**config.mk**
```make
export PLATFORM = sky130hd
export DESIGN_NAME = smpf_framer
export DESIGN_NICKNAME = d
export VERILOG_FILES = /design/src/verilog/smpf_pkg.sv /design/src/verilog/smpf_byte_if.sv /design/src/verilog/smpf_encoder.sv /design/src/verilog/smpf_footer.sv /design/src/verilog/smpf_framer.sv
export VERILOG_INCLUDE_DIRS = /design/src /design/src/verilog
export SDC_FILE = /design/constraint.sdc
export NUM_CORES = 1
export LEC_CHECK = 0
export BUFFER_PORTS_ARGS = -buffer_cell sky130_fd_sc_hd__buf_2
export CORE_ASPECT_RATIO = 0.75
export CORE_UTILIZATION = 53
export DETAILED_ROUTE_END_ITERATION = 10
export PLACE_DENSITY = 0.79
export SLEW_MARGIN = 20
export SYNTH_ARGS = -nofsm -noshare
export SYNTH_HDL_FRONTEND = slang
export SYNTH_SLANG_ARGS = --single-unit
```
**constraint.sdc**
```tcl
create_clock -name clk -period 3.6 [get_ports clk]
set_clock_uncertainty 0.15 [all_clocks]
set_input_delay 0.18 -clock clk [delete_from_list [all_inputs] [get_ports clk]]
set_output_delay 0.18 -clock clk [all_outputs]
set_load 0.02 [all_outputs]
```
**src/verilog/smpf_map.svh**
```systemverilog
`ifndef SMPF_MAP_SVH
`define SMPF_MAP_SVH

// Register byte offsets
`define SMPF_CTRL_OFF   8'h00
`define SMPF_STAT_OFF   8'h04
`define SMPF_MASK_OFF   8'h08
`define SMPF_INFO_OFF   8'h0C

// Reset values
`define SMPF_CTRL_RST   1'h0
`define SMPF_STAT_RST   4'h0
`define SMPF_MASK_RST   4'h0

// Status and mask bit positions
`define SMPF_ST_PKT     0
`define SMPF_ST_FRAME   1
`define SMPF_ST_OVF     2
`define SMPF_ST_DUP     3

// Footer bit positions
`define SMPF_FT_EXTRA   6
`define SMPF_FT_PROMPT  5
`define SMPF_FT_EOF     4
`define SMPF_FT_CHG     3
`define SMPF_FT_DT_HI   2
`define SMPF_FT_DT_LO   1
`define SMPF_FT_OVF     0

// Value coding
`define SMPF_GRP_BITS   7
`define SMPF_MIN_WIDTH  6'h0E
`define SMPF_MAX_WIDTH  6'h20
`define SMPF_W_3BYTES   6'h15
`define SMPF_W_4BYTES   6'h1C

// Payload type codes
`define SMPF_DT_MEAS    2'h0
`define SMPF_DT_VIDEO   2'h1

`endif

```
**src/verilog/smpf_pkg.sv**
```systemverilog
package smpf_pkg;

  // Packet sequencer states
  typedef enum logic [1:0] {
    SMPF_IDLE = 2'b00,
    SMPF_DATA = 2'b01,
    SMPF_FOOT = 2'b10,
    SMPF_DROP = 2'b11
  } smpf_state_t;

  // Payload type field
  typedef logic [1:0] smpf_dtype_t;

endpackage
```
**src/verilog/smpf_byte_if.sv**
```systemverilog
`timescale 1ns/1ps

// Byte stream from encoder to output stage
interface smpf_byte_if;
  logic       valid;
  logic       ready;
  logic [7:0] data;
  logic       tail;

  modport src (output valid, output data, output tail, input ready);
  modport snk (input valid, input data, input tail, output ready);
endinterface

```
**src/verilog/smpf_encoder.sv**
```systemverilog
`timescale 1ns/1ps
`include "smpf_map.svh"

module smpf_encoder (
  // Clock and reset
  input  wire logic        clk,
  input  wire logic        rst,
  // Value load
  input  wire logic        load_valid,
  output logic             load_ready,
  input  wire logic [31:0] load_value,
  input  wire logic [5:0]  load_width,
  input  wire logic        load_tail,
  // Byte output
  smpf_byte_if.src         bo
);

  logic [31:0] sh;
  logic [2:0]  left;
  logic        tail;
  logic        busy;
  logic [5:0]  w_q;

  // Width clamp and byte count
  wire [5:0]  w_lo    = (load_width < `SMPF_MIN_WIDTH) ? `SMPF_MIN_WIDTH : load_width;
  wire [5:0]  w_cl    = (w_lo > `SMPF_MAX_WIDTH) ? `SMPF_MAX_WIDTH : w_lo;
  wire [2:0]  nbytes  = (w_cl <= `SMPF_MIN_WIDTH) ? 3'h2 :
                        (w_cl <= `SMPF_W_3BYTES)  ? 3'h3 :
                        (w_cl <= `SMPF_W_4BYTES)  ? 3'h4 : 3'h5;
  // Unused bits above the width go out as zero
  wire [31:0] vmask   = 32'hFFFFFFFF >> (`SMPF_MAX_WIDTH - w_cl);
  wire        last_by = (left == 3'h1);
  wire        take    = bo.valid & bo.ready;
  wire        load    = load_valid & load_ready;

  // Reload in the cycle the last byte leaves, so values run back to back
  assign load_ready = ~busy | (take & last_by);
  assign bo.valid   = busy;
  assign bo.data    = {~last_by, sh[6:0]};
  assign bo.tail    = tail & last_by;

  // LSB group first; right shift fills the fifth byte top with zeros
  always_ff @(posedge clk) begin
    if (rst) begin
      sh   <= 32'h0000_0000;
      left <= 3'h0;
      tail <= 1'b0;
      busy <= 1'b0;
      w_q  <= `SMPF_MIN_WIDTH;
    end else if (load) begin
      sh   <= load_value & vmask;
      left <= nbytes;
      tail <= load_tail;
      busy <= 1'b1;
      w_q  <= w_cl;
    end else if (take) begin
      sh   <= sh >> `SMPF_GRP_BITS;
      left <= left - 3'h1;
      busy <= ~last_by;
    end
  end
endmodule

```
**src/verilog/smpf_footer.sv**
```systemverilog
`timescale 1ns/1ps
`include "smpf_map.svh"

module smpf_footer (
  // Clock and reset
  input  wire logic              clk,
  input  wire logic              rst,
  // Events
  input  wire logic              cfg_change,
  input  wire logic              overflow,
  // Frame control
  input  wire logic              capture,
  input  wire logic              frame_end,
  input  wire smpf_pkg::smpf_dtype_t dtype,
  input  wire logic              eof,
  // Footer and flag state
  output logic [7:0]             foot_byte,
  output logic                   pend_c,
  output logic                   pend_o
);

  logic frame_c;
  logic frame_o;

  // Pending flags: an event in the capture cycle waits for the next frame
  always_ff @(posedge clk) begin
    if (rst) begin
      pend_c <= 1'b0;
      pend_o <= 1'b0;
    end else begin
      pend_c <= cfg_change | (pend_c & ~capture);
      pend_o <= overflow | (pend_o & ~capture);
    end
  end

  // Frame flags repeat in every footer of one frame, then drop
  always_ff @(posedge clk) begin
    if (rst) begin
      frame_c <= 1'b0;
      frame_o <= 1'b0;
    end else if (capture) begin
      frame_c <= pend_c;
      frame_o <= pend_o;
    end else if (frame_end) begin
      frame_c <= 1'b0;
      frame_o <= 1'b0;
    end
  end

  // Footer byte assembly; no extra footer byte is ever sent
  always_comb begin
    foot_byte                                  = 8'h00;
    foot_byte[`SMPF_FT_EXTRA]                  = 1'b0;
    foot_byte[`SMPF_FT_PROMPT]                 = 1'b0;
    foot_byte[`SMPF_FT_EOF]                    = eof;
    foot_byte[`SMPF_FT_CHG]                    = frame_c;
    foot_byte[`SMPF_FT_DT_HI:`SMPF_FT_DT_LO]   = dtype;
    foot_byte[`SMPF_FT_OVF]                    = frame_o;
  end
endmodule

```
**src/verilog/smpf_framer.sv**
```systemverilog
`timescale 1ns/1ps
`include "smpf_map.svh"
// Function
// - Bit 7 flags continuation; payload in 6..0
// - Values are 2..5 bytes, LSB group first
// - Second clear bit-7 byte is the footer
// - Footer bit 6 flags an extra footer
// - Footer bit 5 always zero
// - Footer bit 4 marks last frame packet
// - Footer bit 3 reports configuration change once
// - Footer payload_type: measurement, video, reserved
// - Overflow indicator reports dropped frames
// - Value ends found only from continuation bits
// - Each video signal has own packet
// - At most one measurement packet per frame
// - Unused payload bits sent as zero
// - Change flag in every packet of frame
// - Overflow once per loss, repeated per frame
// - ASCII replies only after end-of-frame footer

module smpf_framer #(
  parameter int ADDR_W = 8
) (
  // Clock and reset
  input  wire logic              clk,
  input  wire logic              rst,
  // APB slave
  input  wire logic              psel,
  input  wire logic              penable,
  input  wire logic              pwrite,
  input  wire logic [ADDR_W-1:0] paddr,
  input  wire logic [31:0]       pwdata,
  output logic [31:0]            prdata,
  output logic                   pready,
  output logic                   pslverr,
  output logic                   irq,
  // Value stream from measuring logic
  input  wire logic              in_valid,
  output logic                   in_ready,
  input  wire logic [31:0]       in_value,
  input  wire logic [5:0]        in_width,
  input  wire smpf_pkg::smpf_dtype_t in_type,
  input  wire logic              in_pkt_last,
  input  wire logic              in_frame_last,
  // Events
  input  wire logic              cfg_change,
  input  wire logic              overflow,
  // UART transmit bytes
  output logic                   tx_valid,
  input  wire logic              tx_ready,
  output logic [7:0]             tx_data,
  // ASCII reply window
  output logic                   reply_allowed
);

  smpf_pkg::smpf_state_t state;
  smpf_pkg::smpf_state_t next_state;
  smpf_byte_if           eb ();

  logic                  ctrl_en;
  logic [3:0]            status;
  logic [3:0]            mask;
  logic                  hold_full;
  logic [31:0]           hold_value;
  logic [5:0]            hold_width;
  smpf_pkg::smpf_dtype_t hold_type;
  logic                  hold_pkt_last;
  logic                  hold_frame_last;
  smpf_pkg::smpf_dtype_t pkt_type;
  logic                  pkt_eof;
  logic                  tail_loaded;
  logic                  frame_open;
  logic                  meas_sent;
  logic                  tx_is_foot;
  logic                  tx_is_tail;
  logic                  enc_ready;
  logic [7:0]            foot_byte;
  logic                  pend_c;
  logic                  pend_o;

  // APB decode
  wire a_ctrl   = (paddr[7:0] == `SMPF_CTRL_OFF);
  wire a_stat   = (paddr[7:0] == `SMPF_STAT_OFF);
  wire a_mask   = (paddr[7:0] == `SMPF_MASK_OFF);
  wire a_info   = (paddr[7:0] == `SMPF_INFO_OFF);
  wire a_hit    = a_ctrl | a_stat | a_mask | a_info;
  wire setup    = psel & ~penable;
  wire wr_go    = psel & penable & pready & pwrite & a_hit;
  wire [31:0] info_word = {28'h0000000, frame_open, pend_o, pend_c, reply_allowed};
  wire [31:0] rd_word   = a_ctrl ? {31'h00000000, ctrl_en} :
                          a_stat ? {28'h0000000, status} :
                          a_mask ? {28'h0000000, mask} :
                          a_info ? info_word : 32'h0000_0000;

  // Input hold and packet decisions
  wire in_take   = in_valid & in_ready;
  wire is_idle   = (state == smpf_pkg::SMPF_IDLE);
  wire is_data   = (state == smpf_pkg::SMPF_DATA);
  wire is_foot   = (state == smpf_pkg::SMPF_FOOT);
  wire is_drop   = (state == smpf_pkg::SMPF_DROP);
  wire dup_meas  = (hold_type == `SMPF_DT_MEAS) & meas_sent;
  wire pkt_go    = is_idle & hold_full & ctrl_en & ~dup_meas & enc_ready;
  wire drop_go   = is_idle & hold_full & ctrl_en & dup_meas;
  wire data_load = is_data & hold_full & ~tail_loaded & enc_ready;
  wire enc_load  = pkt_go | data_load;
  wire drop_take = is_drop & hold_full;
  wire consume   = enc_load | drop_take;
  wire next_hold_full = (hold_full & ~consume) | in_take;
  wire capture   = pkt_go & ~frame_open;

  // Output stage
  wire out_free  = ~tx_valid | tx_ready;
  wire enc_take  = eb.valid & eb.ready;
  wire foot_go   = is_foot & out_free;
  wire frame_end = foot_go & pkt_eof;
  wire drop_end  = drop_take & hold_pkt_last;
  assign eb.ready = out_free & is_data;

  // Interrupt events
  wire [3:0] ev  = {drop_end, overflow, frame_end, foot_go};
  wire [3:0] w1c = (wr_go & a_stat) ? pwdata[3:0] : 4'h0;

  smpf_encoder u_enc (
    .clk        (clk),
    .rst        (rst),
    .load_valid (enc_load),
    .load_ready (enc_ready),
    .load_value (hold_value),
    .load_width (hold_width),
    .load_tail  (hold_pkt_last),
    .bo         (eb)
  );

  smpf_footer u_foot (
    .clk        (clk),
    .rst        (rst),
    .cfg_change (cfg_change),
    .overflow   (overflow),
    .capture    (capture),
    .frame_end  (frame_end),
    .dtype      (pkt_type),
    .eof        (pkt_eof),
    .foot_byte  (foot_byte),
    .pend_c     (pend_c),
    .pend_o     (pend_o)
  );

  // APB answer: data ready in the access cycle, no wait states
  always_ff @(posedge clk) begin
    if (rst) begin
      pready  <= 1'b0;
      pslverr <= 1'b0;
      prdata  <= 32'h0000_0000;
    end else begin
      pready  <= setup;
      pslverr <= setup & ~a_hit;
      prdata  <= setup ? rd_word : 32'h0000_0000;
    end
  end

  // Registers; a hardware set beats a write-one clear
  always_ff @(posedge clk) begin
    if (rst) begin
      ctrl_en <= `SMPF_CTRL_RST;
      mask    <= `SMPF_MASK_RST;
      status  <= `SMPF_STAT_RST;
      irq     <= 1'b0;
    end else begin
      if (wr_go & a_ctrl) ctrl_en <= pwdata[0];
      if (wr_go & a_mask) mask <= pwdata[3:0];
      status  <= (status & ~w1c) | ev;
      irq     <= |(status & mask);
    end
  end

  // Hold register; in_ready mirrors its emptiness
  always_ff @(posedge clk) begin
    if (rst) begin
      hold_full       <= 1'b0;
      in_ready        <= 1'b0;
      hold_value      <= 32'h0000_0000;
      hold_width      <= `SMPF_MIN_WIDTH;
      hold_type       <= `SMPF_DT_MEAS;
      hold_pkt_last   <= 1'b0;
      hold_frame_last <= 1'b0;
    end else begin
      hold_full <= next_hold_full;
      in_ready  <= ~next_hold_full;
      if (in_take) begin
        hold_value      <= in_value;
        hold_width      <= in_width;
        hold_type       <= in_type;
        hold_pkt_last   <= in_pkt_last;
        hold_frame_last <= in_frame_last;
      end
    end
  end

  // Packet sequencer next state
  always_comb begin
    next_state = state;
    case (state)
      smpf_pkg::SMPF_IDLE: begin
        if (pkt_go) next_state = smpf_pkg::SMPF_DATA;
        else if (drop_go) next_state = smpf_pkg::SMPF_DROP;
      end
      smpf_pkg::SMPF_DATA: begin
        if (enc_take & eb.tail) next_state = smpf_pkg::SMPF_FOOT;
      end
      smpf_pkg::SMPF_FOOT: begin
        if (out_free) next_state = smpf_pkg::SMPF_IDLE;
      end
      smpf_pkg::SMPF_DROP: begin
        if (drop_end) next_state = smpf_pkg::SMPF_IDLE;
      end
      default: next_state = smpf_pkg::SMPF_IDLE;
    endcase
  end

  always_ff @(posedge clk) begin
    if (rst) state <= smpf_pkg::SMPF_IDLE;
    else state <= next_state;
  end

  // Packet and frame bookkeeping
  always_ff @(posedge clk) begin
    if (rst) begin
      pkt_type    <= `SMPF_DT_MEAS;
      pkt_eof     <= 1'b0;
      tail_loaded <= 1'b0;
      frame_open  <= 1'b0;
      meas_sent   <= 1'b0;
    end else begin
      if (pkt_go) begin
        pkt_type   <= hold_type;
        frame_open <= 1'b1;
        if (hold_type == `SMPF_DT_MEAS) meas_sent <= 1'b1;
      end
      if (enc_load & hold_pkt_last) begin
        tail_loaded <= 1'b1;
        pkt_eof     <= hold_frame_last;
      end else if (foot_go) begin
        tail_loaded <= 1'b0;
      end
      // A dropped closing packet still ends the frame
      if (frame_end | (drop_end & hold_frame_last)) begin
        frame_open <= 1'b0;
        meas_sent  <= 1'b0;
      end
    end
  end

  // Transmit register: held until accepted
  always_ff @(posedge clk) begin
    if (rst) begin
      tx_valid   <= 1'b0;
      tx_data    <= 8'h00;
      tx_is_foot <= 1'b0;
      tx_is_tail <= 1'b0;
    end else if (out_free) begin
      tx_valid   <= enc_take | foot_go;
      tx_data    <= foot_go ? foot_byte : eb.data;
      tx_is_foot <= foot_go;
      tx_is_tail <= enc_take & eb.tail;
    end
  end

  // Reply window opens on an end-of-frame footer, shuts on next packet
  always_ff @(posedge clk) begin
    if (rst) reply_allowed <= 1'b0;
    else if (frame_end) reply_allowed <= 1'b1;
    else if (pkt_go) reply_allowed <= 1'b0;
  end

  // Checker state: a measurement footer already left in this frame
  logic meas_foot_seen;
  wire  foot_taken = tx_valid & tx_ready & tx_is_foot;
  wire  meas_foot  = foot_taken & (tx_data[`SMPF_FT_DT_HI:`SMPF_FT_DT_LO] == `SMPF_DT_MEAS);
  wire  frame_shut = (foot_taken & tx_data[`SMPF_FT_EOF]) | (drop_end & hold_frame_last);

  // Tracks frames from the wire side, not from the sequencer's own flag
  always_ff @(posedge clk) begin
    if (rst) meas_foot_seen <= 1'b0;
    else if (frame_shut) meas_foot_seen <= 1'b0;
    else if (meas_foot) meas_foot_seen <= 1'b1;
  end
endmodule

```
# --- Yosys cells after proc, flatten, opt, wreduce, memory -nomap -nowiden ---
# Cells that the tools add are included.
classes:
  bitwise_logic: 64
  eq_ne: 11
  magnitude_cmp: 5
  n_shift: 1
  n_addsub: 2
  n_mux: 30
  n_reduce_logical: 14
ops:
  columns: ["cell", "count"]
  rows:
  - ["$mux W32", 2]
  - ["$and A1 B1 Y1", 35]
  - ["$and A32 B32 Y32", 1]
  - ["$shr A32 B6 Y32 const A", 1]
  - ["$eq A8 B4 Y1 const B", 2]
  - ["$mux W4", 4]
  - ["$le A6 B5 Y1 const B", 2]
  - ["$mux W3", 4]
  - ["$mux W6", 2]
  - ["$not A1 Y1", 12]
  - ["$or A1 B1 Y1", 12]
  - ["$mux W1", 11]
  - ["$mux W2", 5]
  - ["$and A4 B4 Y4", 2]
  - ["$eq A8 B3 Y1 const B", 1]
  - ["$logic_not A8 Y1", 1]
  - ["$mux W8", 1]
  - ["$pmux W2 S4", 1]
  - ["$reduce_bool A2 Y1", 4]
  - ["$gt A6 B6 Y1 const B", 1]
  - ["$le A6 B4 Y1 const B", 1]
  - ["$lt A6 B4 Y1 const B", 1]
  - ["$ne A2 B1 Y1 const B", 3]
  - ["$sub A6 B6 Y6 const A", 1]
  - ["other kinds (14)", 17]
word_totals:
  reg_bits: 147
  wordCells: 160
  input_bits: 91
  out_inout_bits: 46

# --- Logic depth before layout (Yosys ltp) ---
logic_depth:
  depth_word: 13
  mapped_depth: 10
  ltp_nobuf: 9

# --- Modules after synthesis ---
# Synthesis repeated with hierarchy kept, for this count alone.
hier_totals:
  hier_cells: 674
  hier_area_um2: 5634.2
by_module_without_submodules:
  columns: ["module", "area_per_inst_um2", "instances", "cells_per_inst", "seq_area_each_um2"]
  rows:
  - ["smpf_framer", 3260.6, 1, 393, 1561.5]
  - ["smpf_encoder", 2164.6, 1, 256, 740.7]
  - ["smpf_footer", 209.0, 1, 25, 80.1]

# --- Least setup slack after synthesis ---
# Ideal clock, no wire load.
synth_timing:
  path_kind: "flip-flop to flip-flop"
  from: "register hold_width[4]"
  to: "register u_enc.sh[29]"
  stages_incl_launch_ff: 10
  setup_time_ps: 62
  required_ps: 3388
  arrival_ps: 2429
  period_less_slack_ps: 2641
  setup_slack_ps: 959
  n_path_buf: 2
  path_cell_list: "dfxtp_1 -> clkbuf_1 -> a31oi_1 -> or3b_2 -> ha_1 -> clkbuf_1 -> or3_1 -> nand2_1 -> and4b_4 -> a32o_1"
synth_via:
  elab_chain_len: 8
synth_rtl:
  columns: ["item", "line_no", "source"]
  rows:
  - ["from (decl)", "smpf_framer.sv:65", "logic [5:0] hold_width;"]
  - ["from (signal assigned)", "smpf_framer.sv:182", "hold_width <= `SMPF_MIN_WIDTH;"]
  - ["from (signal assigned)", "smpf_framer.sv:191", "hold_width <= in_width;"]
  - ["$lt A6 B4 Y1 (no line)", null, null]
  - ["$mux W6 *", "smpf_encoder.sv:25", "wire [5:0] w_lo = (load_width < `SMPF_MIN_WIDTH) ? `SMPF_MIN_WIDTH : load_width;"]
  - ["$gt A6 B6 Y1 (no line)", null, null]
  - ["$mux W6 *", "smpf_encoder.sv:26", "wire [5:0] w_cl = (w_lo > `SMPF_MAX_WIDTH) ? `SMPF_MAX_WIDTH : w_lo;"]
  - ["$sub A6 B6 Y6 (no line) *", null, null]
  - ["$shr A32 B6 Y32 *", "smpf_encoder.sv:31", "wire [31:0] vmask = 32'hFFFFFFFF >> (`SMPF_MAX_WIDTH - w_cl);"]
  - ["$and A32 B32 Y32 *", "smpf_encoder.sv:51", "sh <= load_value & vmask;"]
  - ["$mux W32 *", "smpf_encoder.sv:50", "end else if (load) begin"]
  - ["to (signal assigned)", "smpf_encoder.sv:51", null]
  - ["to (signal assigned)", "smpf_encoder.sv:57", "sh <= sh >> `SMPF_GRP_BITS;"]
  - ["to (decl)", "smpf_encoder.sv:18", "logic [31:0] sh;"]
# Mark *: on every way between the ends. The rest lies on a longest branch, timed or not.
# A chain may end at the register's enable or synchronous reset.

# --- Worst setup path in the final report ---
layout_timing:
  from: "register hold_width[3]"
  to: "register u_enc.sh[17]"
# Same word-level chain as after synthesis.

==> results <==
- Setup violations remaining at the end of the flow were counted as 0.
- Sorting the synthesized cells by area gives the leading types as sky130_fd_sc_hd__dfxtp_1, sky130_fd_sc_hd__nand2_1, sky130_fd_sc_hd__a21oi_1.
- For the final routed database, the setup TNS stands at 0 ns.
- The finished cells cover between 6000 and 7000 um^2.
- The met1 global-route usage is a little over a third.
- The detailed-route via count is between 5000 and 6000.
- The starting utilization of the core area is a little under three fifths.
- The type of the worst setup path is register to register.
- Of all nets on the critical path, the largest fanout is 12.
- The standard cell area after detailed placement is about 5700 um^2.
- Entering global routing, the biggest net connects 45 pins.
- For met3 alone, demand over resource in global routing was 7.02%.
- The first-pass GRT wire length is 22.7 mm.
- At the end of the flow, the number of nets in the layout was between 800 and 900.
- The gate count of the mapped netlist is between 600 and 700.
- The die extent in x is between 100 and 150 um.
- STA classifies the critical path startpoint as a register.
- The total global routing track utilization is roughly 28%.
- The number of iterations in the first detailed-routing pass is 6.
- The routed design has ~14 mm of wire.
- The TritonCTS clock tree is done.
- The die is roughly 90 um tall.
- The max-slew violation count came to 0.
- The number of buffer cells added on primary ports is 80.
- The area growth from synthesis to layout is 25.2%.
- The run finished with clean final reports.
- The signal arrival time at the worst endpoint is ~3.2 ns.
- The class of the tightest hold or removal check is primary input to register.
- The total of cells resized after clock tree synthesis is 0.
- The share of flip-flops with an asynchronous set or reset is 0%.
- The analysis attributes to cell leakage a power of roughly 0.0026 uW.
- The proportion of layout cells with a drive suffix above 1 is between 10% and 20%.
- The congestion estimate from routability-driven global placement came to 0.971.
- The required time reported for the critical path endpoint is roughly 3.8 ns.
- The worst pin sits at a relative slew slack of roughly 29%.
- A synthesized cell averages 8.29 um^2.
- Clock tree synthesis found a total of about 120 sinks.
- The final number of hold-violating endpoints is 0.
- The total I/O pin count is about 140.
- IR analysis of the VDD net gives a maximum drop of about 0.37 mV.
- The count of flip-flops with a built-in enable after synthesis is 0.
- The capturing element type of the critical path is a register.
- The final global-route overflow total is 0.
- In the routed design, unresolved DRC markers number 0.
- The library cells used most frequently in the layout, excluding fill and tap cells, are sky130_fd_sc_hd__nand2_1, sky130_fd_sc_hd__dfxtp_1, sky130_fd_sc_hd__buf_2.
- In this run the deepest clock path goes through 2 buffers.
- The core area is between 9000 and 10000 um^2.
- The root buffer cell chosen for the clock tree is sky130_fd_sc_hd__clkbuf_16.
- Among all flip-flop cells after synthesis, the most frequent one is sky130_fd_sc_hd__dfxtp_1.
- The filler cells instantiated in the layout total 790.
- Setup repair after global routing left no endpoint under its margin.
- After the first detailed-routing iteration, the DRC count stood at between 400 and 500.
- Synthesis inferred 119 register bits.
- Dividing the detail-routed via count by the number of cells gives roughly 5.7.
- The measured slew at the worst slew-check pin is 1.07 ns.
- Row generation in the floorplan step produced 31 rows.
- The synthesized design devotes to its leading area cell type roughly 44% of total area.
- The sequential share of the synthesized area is 44.2%.
- The number of H-tree levels is 4.
- The diode insertion count for antenna repair is 0.
- After synthesis the cells add up to between 5000 and 6000 um^2.
- The latest clock arrival within the worst-skew pair is 0.42 ns.
- The clock period minus worst slack is 3.06 ns.
- Dividing the final minimum period by the clock period gives 85.1%.
- Traced cell by cell, the critical path runs through a31oi_1 > or3b_2 > ha_1 > or3b_4 > a22o_1 > and3_1 > o311ai_0 > a311oi_1.
- The via count of the first global-routing pass is 4679.
- For this run, the number of Yosys warnings is 0.
- The remaining number of nets flagged by the antenna check after routing is 0.
- The total die area is 10600 um^2.
- Derived from the worst setup path, the maximum achievable clock frequency is between 0.3 and 0.4 GHz.
- The number of distinct library cells after synthesis is 65.
- The max capacitance violation total is 0.
- For this run, global-route usage on met2 was measured as between 40% and 50%.
- The worst register-to-register path has a setup slack of between 0.5 and 0.6 ns.
- The initial antenna violation count is 0.
- The largest single stage delay on the critical path is between 0.5 and 0.6 ns.
- After detailed routing, the average wire length per cell comes to about 16 um.
- Leaving out fill and tap cells, the most frequent cell in the layout is sky130_fd_sc_hd__nand2_1.
- sky130_fd_sc_hd__dfxtp_1 takes more of the synthesized area than any other cell.
- The areal power density over the cells is between 400 and 500 nW/um^2.
- The HPWL after detailed placement is about 9 mm.
- The routing layer with the top usage in global route is met2.
- The CTS buffer count is 17.
- The clock-pin slew reported for the worst setup and hold paths after clock tree synthesis is 0.05 ns.
- For this design, the slowest cell found on the critical path is sky130_fd_sc_hd__dfxtp_1.
[cell families after synthesis]
| family | count (synthesis) | synth area share, % |
|---|---|---|
| fa+ha+maj | 5 | 1.16 |
| compound gates | 157 | 19.9 |
| other cells | 1 | 0.0695 |
| simple gates | 272 | 23.2 |
| buf+inv | 82 | 8.42 |
| xor+xnor | 2 | 0.325 |
| flops | 119 | 44.2 |
| mux | 13 | 2.76 |
[path summary, 6_finish.rpt]
kind	startpoint	to	cells after the start
worst min-delay path	paddr[5]	pslverr	4
worst max-delay path	hold_width[3]	u_enc.sh[17]	8
worst min register to register	hold_value[26]	hold_value[26]	2
worst max register to register	hold_width[3]	u_enc.sh[17]	8
[per-layer routing]
layer	wire, um	part of all wire (%)
met1	6170	43
met2	6730	47
met3	1180	8.1
met4	369	2.6
met5	0	0
[cell type report]
type / count / area (um^2) / share of cell area, %
sequential: 119 / 2380 / 35.3
clock buffer: 21 / 460 / 6.82
tap: 132 / 165 / 2.45
multi-input combinational: 477 / 2660 / 39.4
clock inverter: 10 / 104 / 1.54
timing repair buffer: 136 / 948 / 14.0
inverter: 9 / 33.8 / 0.500
[stage by stage]
step | power (uW) | std cells | setup WS [ns] | utilization [%] | hold WS (ns)
final | 3250 | 904 | 0.537 | 69.1 | 0.0299
after global routing | 3340 | 904 | 0.373 | 69.1 | 0.0661
after CTS | 3240 | 904 | 0.605 | 69.1 | 0.00136
after detailed placement | 1600 | 822 | 0.633 | 58.1 | 0.248
after global placement | 1590 | 822 | 0.726 | 58.1 | 0.239
after floorplan | 1550 | 678 | 0.959 | - | 0.134
[synth_stat cells (2+ instances only)]
master and instances:
sky130_fd_sc_hd__nand3_1 15, sky130_fd_sc_hd__a32o_1 3, sky130_fd_sc_hd__nand2_1 138, sky130_fd_sc_hd__o2bb2ai_1 3, sky130_fd_sc_hd__buf_1 6, sky130_fd_sc_hd__o2111ai_1 3, sky130_fd_sc_hd__a21oi_1 66, sky130_fd_sc_hd__buf_4 31
sky130_fd_sc_hd__nand2b_1 8, sky130_fd_sc_hd__nor4_1 3, sky130_fd_sc_hd__nor3_1 6, sky130_fd_sc_hd__a22o_1 2, sky130_fd_sc_hd__a22oi_1 9, sky130_fd_sc_hd__mux2i_1 7, sky130_fd_sc_hd__a21boi_0 2, sky130_fd_sc_hd__and2_1 2
sky130_fd_sc_hd__a211oi_1 7, sky130_fd_sc_hd__mux2_2 5, sky130_fd_sc_hd__buf_6 3, sky130_fd_sc_hd__o311ai_0 3, sky130_fd_sc_hd__a311oi_1 23, sky130_fd_sc_hd__o21ai_0 13, sky130_fd_sc_hd__a221o_2 2, sky130_fd_sc_hd__dfxtp_1 119
sky130_fd_sc_hd__nand4bb_1 2, sky130_fd_sc_hd__ha_1 5, sky130_fd_sc_hd__nor3b_1 4, sky130_fd_sc_hd__nor2_1 58, sky130_fd_sc_hd__and3_1 3, sky130_fd_sc_hd__or3_1 2, sky130_fd_sc_hd__nor2b_1 8, sky130_fd_sc_hd__nand4_1 8
sky130_fd_sc_hd__a31oi_1 3, sky130_fd_sc_hd__xnor2_1 2, sky130_fd_sc_hd__inv_1 9, sky130_fd_sc_hd__clkbuf_1 27, sky130_fd_sc_hd__o211ai_1 8, sky130_fd_sc_hd__buf_2 6
[power by group]
group,leakage (uW),switching (uW),total (uW),internal [uW]
Combinational,0.00135,142,247,105
Clock,0.000286,584,1620,1040
Sequential,0.000965,28.0,1380,1350
Total,0.00260,754,3250,2490
[critical path, delay by kind of cell, from the launching register on]
family,cells,cell delay [ns]
AND/OR/NAND/NOR,3,1.18
flip-flops,1,0.52
AO/OA/AOI/OAI,4,0.81
adder cells (fa/ha/maj),1,0.33
[what timing repair did]
action	in CTS	in global routing
hold buffers	51	0
setup buffers	0	0
hold endpoints to repair	59	0
[registers in the layout, indices dropped and copies added, names as in the netlist, 2 cells and up]
name,count
pkt_type,2
state,2
u_enc.sh,32
status,4
hold_width,6
u_enc.left,3
prdata,4
hold_value,32
mask,4
hold_type,2
tx_data,8
No activity file was read; power rests on OpenSTA's default activity.
